**src/include/cfg_loader_pkg.sv**
```systemverilog
package cfg_loader_pkg;

  localparam logic [7:0] FILL_BYTE = 8'hFF;
  localparam logic [7:0] PREAMBLE_BYTE = 8'hF2;
  localparam logic [7:0] CHECK_BYTE = 8'hD2;
  localparam logic [7:0] START_BYTE = 8'hFE;
  localparam logic [2:0] MODE_BYTE_WIDE = 3'h2;
  localparam int HEADER_LEN = 7;
  localparam int EXTEND_LEN = 5;
  localparam int STARTUP_CLOCKS = 6;
  localparam int FRAME_BYTES_DEFAULT = 16;
  localparam int FRAME_COUNT_DEFAULT = 4;
  localparam int BUF_DEPTH = 2;

  typedef enum logic [3:0] {
    ST_HEADER,
    ST_WAIT_SELECT,
    ST_START,
    ST_DATA,
    ST_CHECK,
    ST_EXTEND,
    ST_STARTUP,
    ST_DONE,
    ST_ERROR
  } load_state_t;

  typedef struct packed {
    logic [7:0] data;
    logic last;
  } frame_word_t;

endpackage : cfg_loader_pkg

```
**src/design/word_buffer.sv**
```systemverilog
`timescale 1ns/100ps

module word_buffer
  import cfg_loader_pkg::*;
(
  input wire logic core_clk_in,
  input wire logic srst_in,
  input wire logic in_valid_in,
  output logic in_ready_out,
  input wire frame_word_t in_word_in,
  output logic out_valid_out,
  input wire logic out_ready_in,
  output frame_word_t out_word_out
);

  frame_word_t mem [BUF_DEPTH];
  logic [1:0] count;
  logic wr_ptr;
  logic rd_ptr;
  wire push = in_valid_in && in_ready_out;
  wire pop = out_valid_out && out_ready_in;

  assign in_ready_out = (count != 2'h2);
  assign out_valid_out = (count != 2'h0);
  assign out_word_out = mem[rd_ptr];

  always_ff @(posedge core_clk_in)
  begin
    if (push)
    begin
      mem[wr_ptr] <= in_word_in;
    end
  end

  always_ff @(posedge core_clk_in)
  begin
    if (srst_in)
    begin
      count <= 2'h0;
      wr_ptr <= 1'b0;
      rd_ptr <= 1'b0;
    end
    else
    begin
      count <= count + {1'b0, push} - {1'b0, pop};
      wr_ptr <= wr_ptr ^ push;
      rd_ptr <= rd_ptr ^ pop;
    end
  end

endmodule : word_buffer

```
**src/design/byte_wide_config_loader.sv**
```systemverilog
`timescale 1ns/100ps
// Notes on behaviour
// - Whole byte taken per rising configuration clock.
// - No CRC; only constant check fields verified.
// - No length count; loading ends after last frame, extend and start-up clocks.
// - Byte-wide mode needs mode pins 010.
// - Frames accepted only when selected, not full.
// - Chain status High until seven-byte header loaded.
// - Chain status Low after header.
// - Chain status High once memory is full.
// - First chain-select tied High; internal pull-up.
// - User I/O enabled only after completion High.
// - Completion pin open-drain, never drives High.
// - Unwired completion pin: active when configured.
// - Header: FF FF, F2, FF FF FF, D2.
// - Frame: start FE, data, check; extend pattern.
// - Frame closing byte must equal D2.
// - Leftmost stream bit sits on data line 0.
// - On error stop loading, pull error pin Low.

module byte_wide_config_loader
  import cfg_loader_pkg::*;
#(
  parameter int FRAME_BYTES = FRAME_BYTES_DEFAULT,
  parameter int FRAME_COUNT = FRAME_COUNT_DEFAULT
)
(
  input wire logic core_clk_in,
  input wire logic srst_in,
  input wire logic cfg_clock_in,
  input wire logic [7:0] cfg_byte_in,
  input wire logic mode_sel_2_in,
  input wire logic mode_sel_1_in,
  input wire logic mode_sel_0_in,
  input wire logic chain_select_in,
  input wire logic reprogram_n_in,
  input wire logic done_in,
  output logic chain_status_out,
  output logic done_out,
  output logic done_oe_out,
  output logic error_n_out,
  output logic error_n_oe_out,
  output logic high_during_cfg_out,
  output logic low_during_cfg_out,
  output logic user_io_enable_out,
  output logic frame_valid_out,
  input wire logic frame_ready_in,
  output frame_word_t frame_word_out
);

  // Every configuration pin passes two or more flops before any logic reads it; srst_in and frame_ready_in are read directly.
  logic [2:0] clk_sync;
  logic [7:0] byte_meta;
  logic [7:0] byte_sync;
  logic [7:0] byte_cap;
  logic [2:0] mode_meta;
  logic [2:0] mode_sync;
  logic [1:0] sel_meta;
  logic [1:0] sel_sync;
  logic [1:0] done_meta;
  logic [1:0] done_sync;
  logic [1:0] reprog_sync;
  load_state_t state;
  load_state_t next_state;
  logic [15:0] byte_cnt;
  logic [15:0] next_byte_cnt;
  logic [15:0] frame_cnt;
  logic [15:0] next_frame_cnt;
  logic status;
  logic next_status;
  logic error;
  logic next_error;
  logic released;
  logic push_valid;
  frame_word_t push_word;
  logic buf_ready;

  function automatic logic [7:0] stream_order(input logic [7:0] b);
    // Stream patterns are printed with line 0 leftmost, so reverse into MSB-first form.
    logic [7:0] r;
    r = 8'h00;
    for (int i = 0; i < 8; i++)
    begin
      r[7 - i] = b[i];
    end
    return r;
  endfunction : stream_order

  function automatic logic [2:0] hdr_idx(input logic [15:0] n);
    hdr_idx = n[2:0];
  endfunction : hdr_idx

  always_ff @(posedge core_clk_in)
  begin
    clk_sync <= {clk_sync[1:0], cfg_clock_in};
    byte_meta <= cfg_byte_in;
    byte_sync <= byte_meta;
    mode_meta <= {mode_sel_2_in, mode_sel_1_in, mode_sel_0_in};
    mode_sync <= mode_meta;
    sel_meta <= {sel_meta[0], chain_select_in};
    sel_sync <= {sel_sync[0], sel_meta[1]};
    done_meta <= {done_meta[0], done_in};
    done_sync <= {done_sync[0], done_meta[1]};
    reprog_sync <= {reprog_sync[0], reprogram_n_in};
    byte_cap <= byte_sync;
  end

  // The data path is one flop deeper than the clock path, so the byte seen
  // at a detected rise is the value that stood before that rise.
  wire clk_rise = clk_sync[1] && !clk_sync[2];
  wire [7:0] stream_byte = stream_order(byte_cap);
  wire mode_ok = (mode_sync == MODE_BYTE_WIDE);
  wire selected = sel_sync[1];
  // The reprogram pin is asynchronous too, so a restart lands two cycles after the pin falls.
  wire restart_req = !reprog_sync[1];
  wire active = mode_ok && !error && !restart_req;
  wire take = clk_rise && active;
  wire [7:0] hdr_expect = (hdr_idx(byte_cnt) == 3'h2) ? PREAMBLE_BYTE :
                          (hdr_idx(byte_cnt) == 3'h6) ? CHECK_BYTE : FILL_BYTE;
  wire [7:0] ext_expect = (byte_cnt == 16'h0001) ? CHECK_BYTE : FILL_BYTE;

  always_comb
  begin
    next_state = state;
    next_byte_cnt = byte_cnt;
    next_frame_cnt = frame_cnt;
    next_status = status;
    next_error = error;
    push_valid = 1'b0;
    push_word = '{data: stream_byte, last: 1'b0};
    if (take)
    begin
      case (state)
        ST_HEADER:
        begin
          if (stream_byte != hdr_expect)
          begin
            next_error = 1'b1;
          end
          else if (byte_cnt == 16'(HEADER_LEN - 1))
          begin
            next_state = ST_WAIT_SELECT;
            next_byte_cnt = 16'h0000;
            next_status = 1'b0;
          end
          else
          begin
            next_byte_cnt = byte_cnt + 16'h0001;
          end
        end
        ST_WAIT_SELECT, ST_START:
        begin
          // Bytes meant for upstream devices pass by while deselected.
          if (selected)
          begin
            if (stream_byte == START_BYTE)
            begin
              next_state = ST_DATA;
              next_byte_cnt = 16'h0000;
            end
            else if (state == ST_START)
            begin
              next_error = 1'b1;
            end
          end
        end
        ST_DATA:
        begin
          // A stall by the receiver is absorbed by the buffer; a full buffer drops the byte and raises the error.
          push_valid = buf_ready;
          push_word.last = (byte_cnt == 16'(FRAME_BYTES - 1));
          if (!buf_ready)
          begin
            next_error = 1'b1;
          end
          else if (byte_cnt == 16'(FRAME_BYTES - 1))
          begin
            next_state = ST_CHECK;
          end
          next_byte_cnt = byte_cnt + 16'h0001;
        end
        ST_CHECK:
        begin
          next_byte_cnt = 16'h0000;
          if (stream_byte != CHECK_BYTE)
          begin
            next_error = 1'b1;
          end
          else if (frame_cnt == 16'(FRAME_COUNT - 1))
          begin
            next_state = ST_EXTEND;
            next_status = 1'b1;
          end
          else
          begin
            next_frame_cnt = frame_cnt + 16'h0001;
            next_state = ST_START;
          end
        end
        ST_EXTEND:
        begin
          if (stream_byte != ext_expect)
          begin
            next_error = 1'b1;
          end
          else if (byte_cnt == 16'(EXTEND_LEN - 1))
          begin
            next_state = ST_STARTUP;
            next_byte_cnt = 16'h0000;
          end
          else
          begin
            next_byte_cnt = byte_cnt + 16'h0001;
          end
        end
        ST_STARTUP:
        begin
          // Start-up bytes are don't-cares; only their clocks count.
          if (byte_cnt == 16'(STARTUP_CLOCKS - 1))
          begin
            next_state = ST_DONE;
          end
          next_byte_cnt = byte_cnt + 16'h0001;
        end
        default:
        begin
          next_state = state;
        end
      endcase
    end
    if (next_error)
    begin
      next_state = ST_ERROR;
    end
  end

  always_ff @(posedge core_clk_in)
  begin
    if (srst_in || restart_req)
    begin
      state <= ST_HEADER;
      byte_cnt <= 16'h0000;
      frame_cnt <= 16'h0000;
      status <= 1'b1;
      error <= 1'b0;
      released <= 1'b0;
    end
    else
    begin
      state <= next_state;
      byte_cnt <= next_byte_cnt;
      frame_cnt <= next_frame_cnt;
      status <= next_status;
      error <= next_error;
      released <= (state == ST_DONE);
    end
  end

  word_buffer u_buffer (
    .core_clk_in(core_clk_in),
    .srst_in(srst_in),
    .in_valid_in(push_valid),
    .in_ready_out(buf_ready),
    .in_word_in(push_word),
    .out_valid_out(frame_valid_out),
    .out_ready_in(frame_ready_in),
    .out_word_out(frame_word_out)
  );

  assign chain_status_out = status;
  // The completion pin only ever sinks; release lets the wired net rise.
  assign done_out = 1'b0;
  assign done_oe_out = !released;
  // Waiting on the wired net holds all chained devices until the last one finishes.
  assign user_io_enable_out = released && done_sync[1];
  assign error_n_out = 1'b0;
  assign error_n_oe_out = error;
  assign high_during_cfg_out = !released;
  assign low_during_cfg_out = released;

endmodule : byte_wide_config_loader

```
**config.mk**
```make
export PLATFORM = sky130hd
export DESIGN_NAME = byte_wide_config_loader
export DESIGN_NICKNAME = d
export VERILOG_FILES = /design/src/include/cfg_loader_pkg.sv /design/src/design/word_buffer.sv /design/src/design/byte_wide_config_loader.sv
export SDC_FILE = /design/constraint.sdc
export NUM_CORES = 1
export LEC_CHECK = 0
export BUFFER_PORTS_ARGS = -buffer_cell sky130_fd_sc_hd__clkbuf_2
export CORE_UTILIZATION = 24
export CTS_CLUSTER_DIAMETER = 50
export DETAILED_ROUTE_END_ITERATION = 8
export GPL_ROUTABILITY_DRIVEN = 1
export PLACE_DENSITY = 0.5
export SYNTH_ARGS = -nofsm -noshare
export SYNTH_HDL_FRONTEND = slang
export SYNTH_HIERARCHICAL = 1
export SYNTH_SLANG_ARGS = --single-unit
```
**constraint.sdc**
```tcl
create_clock -name core_clk_in -period 2.9 [get_ports core_clk_in]
set_input_delay 0.145 -clock core_clk_in [delete_from_list [all_inputs] [get_ports core_clk_in]]
set_output_delay 0.145 -clock core_clk_in [all_outputs]
set_load 0.02 [all_outputs]
```
==> flow_metrics.tcl <==
set metrics [dict create \
    area_growth_pct 25.81 \
    n_fill_cell 1728 \
    diodes 0 \
    hold_path_class "input pin to flip-flop" \
    rsz0062_at_grt "false" \
    yosys.area.top_type "dfxtp_1" \
    async_flop_share 0 \
    finalHoldViolCount 0 \
    viasPerCell 4.504 \
    synthTopCellsByArea "dfxtp_1, edfxtp_1, xnor2_1" \
    cts_buffer_depth 2 \
    r2r_cells 9 \
    power_density_nw_per_um2 545.3 \
    start_util 0.2476 \
    die_h_um 133.5 \
    drive_above_1_share 0.2232 \
    layout_setup_ws_ps 120.1 \
    avgSynthCellArea_um2 10.56 \
    synth_edf_count 18 \
    max_freq_mhz 359.7 \
    critical_path_class "flip-flop to flip-flop" \
    multi_input_area_um2 1800 \
    grt_max_degree 22 \
    finalSetupViolations 0 \
    cts.sinks 104 \
    crit_fanout 4 \
    grt_pass1_wl_um 14350 \
    maxSlewViolCount 0 \
    grtUsageTotal 0.1041 \
    slew_headroom 0.5142 \
    post_drt_wl_per_cell_um 12.83 \
    ant_nets 0 \
    path_clk_slew_ps 70 \
    status "complete, no violations" \
    holdPathStages 2 \
    vias 3090 \
    gr-total-overflow 0 \
    num_rows 47 \
    layout_commonest_cell "dfxtp_1" \
    tightest_slew_ps 727.5 \
    crit_required_ps 3170 \
    crit_path_end_kind "flip-flop" \
    numCtsBuffers 9 \
    drt-pass1-iter-count 4 \
    core_um2 16760 \
    synthFlopType "dfxtp_1" \
    yosysSeqAreaShare 0.5451 \
    synth.distinct_cells 58 \
    place_congestion 0.8443 \
    ff_latch_area_um2 2263 \
    drv_cap 0 \
    clk_latency_ps 350 \
    syn_inst 393 \
    vdd.ir_drop.worst_uv 261.9 \
    die_w_um 133.5 \
    mostFrequentLayoutCells "dfxtp_1, nor2_1, clkbuf_2, buf_4, a21oi_1" \
    hpwl_um 6409 \
    ioPinCount 36 \
    p_leak_nw 1.840 \
    worst_hold_slack_ps 67.49 \
    synth-seq-cells 104 \
    grt_antenna_before_repair 0 \
    period_minus_slack_ps 2780 \
    fin_nets 486 \
    drcViolationCount 0 \
    cts_tree "yes" \
    first_global_vias 2966 \
    skew_ps 8.026 \
    cp-start-kind "flip-flop" \
    pre_cts_ws_ps -28.89 \
    drt_wl_total_um 8800 \
    critPathArrivalTime_ps 3050 \
    synth_warnings 6 \
    dieArea_um2 17820 \
    first_iter_violations 224 \
    synth_area_um2 4150 \
    yosysTopAreaCellShare 0.4148 \
    port_buffers 33 \
    clockRootBuffer "clkbuf_16" \
    period_share 0.9586 \
    cts-htree-levels 3 \
]
[repair_timing]
| action | CTS | global route |
|---|---|---|
| setup buffers | 0 | 0 |
| endpoints found under the hold margin | 15 | 0 |
| pin swaps | 0 | 0 |
| hold buffers | 15 | 0 |
| resized for setup | 3 | 7 |
| endpoints found under the setup margin | 9 | 6 |
[routing by layer]
metal | up-vias | GRT usage | part of all wire
met5 | - | 0 | 0
met4 | 0 | 0.06313 | 0.034
met3 | 19 | 0.02702 | 0.031
met2 | 36 | 0.1693 | 0.48
met1 | 1456 | 0.1231 | 0.45
li1 | 1579 | - | -
[area by class of cell]
| cell class | instances | area share |
|---|---|---|
| clock buffer | 11 | 0.04889 |
| timing repair buffer | 74 | 0.1002 |
| clock inverter | 5 | 0.01198 |
| sequential | 104 | 0.4335 |
| tap | 220 | 0.05272 |
| multi-input combinational | 261 | 0.3448 |
| inverter | 11 | 0.007908 |
[power breakdown]
| group | total [mW] | internal [mW] | switching (mW) |
|---|---|---|---|
| logic | 0.0617 | 0.0338 | 0.0279 |
| clock network | 1.27 | 0.730 | 0.544 |
| registers | 1.51 | 1.50 | 0.0141 |
| total | 2.85 | 2.26 | 0.586 |
[worst paths after layout]
kind                startpoint              end  slack [ps]
setup / recovery   byte_cnt[1]         state[2]         120
setup reg to reg   byte_cnt[1]         state[2]         120
hold reg to reg   done_sync[0]     done_sync[1]         330
hold / removal         srst_in  u_buffer/wr_ptr          70
[flip-flops by register name (all words and copies together) (netlist names), 2 cells and up]
name,count
reprog_sync,2
byte_cnt,16
u_buffer/count,2
sel_sync,2
u_buffer/mem,18
mode_meta,3
clk_sync,3
frame_cnt,16
byte_sync,8
sel_meta,2
done_sync,2
mode_sync,3
byte_cap,8
byte_meta,8
state,4
done_meta,2
[stage by stage]
stage / instance area [µm²] / utilization / TNS (ps) / cells / total power, mW
6_report: 5221 / 0.3115 / 0 / 686 / 2.847
5_1_grt: 5221 / 0.3115 / 0 / 686 / 2.943
4_1_cts: 5194 / 0.3099 / 0 / 686 / 2.883
3_5_place_dp: 4711 / 0.2811 / -140.7 / 655 / 1.592
3_3_place_gp: 4711 / 0.2811 / 0 / 655 / 1.590
2_1_floorplan: 4154 / - / 0 / 394 / 1.565
[cells by family after synthesis]
| logic type | count (synthesis) | share of synthesized area |
|---|---|---|
| AO/OA/AOI/OAI | 61 | 0.1022 |
| XOR/XNOR | 24 | 0.05065 |
| adder cells (fa/ha/maj) | 7 | 0.02110 |
| buffers and inverters | 29 | 0.03195 |
| flip-flops | 104 | 0.5451 |
| multiplexers | 13 | 0.03467 |
| other | 1 | 0.0009036 |
| AND/OR/NAND/NOR | 154 | 0.2134 |
[cells in the mapped netlist, types with 3 or more instances]
library cell   n
a31oi_1        4
ha_1           7
o21ai_0       13
dfxtp_1       86
nor4_1        14
or3_1         11
nor4b_1        5
nand2b_1       3
a21oi_1       19
and2_1         4
mux2_2        10
nand4_1       12
inv_1         11
nor2b_1        4
buf_2          3
nand3_1       14
o31a_1         3
xor2_1         8
xnor2_1       16
and4_1         3
and3_1         7
nor3_1         8
buf_4          3
clkbuf_1      10
a311oi_1       3
o31ai_1        3
edfxtp_1      18
nand2_1       15
or2_2          3
or4_1          6
nor2_1        35
[critical path, cell delays in order, from the launching register on]
cell and delay (ps):
dfxtp_1 320, inv_1 70, ha_1 170, or3b_2 490, nor4_4 170, mux2_4 340, buf_4 140, or4_4 550
o31a_1 250, o31ai_1 200
Note: power is estimated with default switching activity, not from simulation.
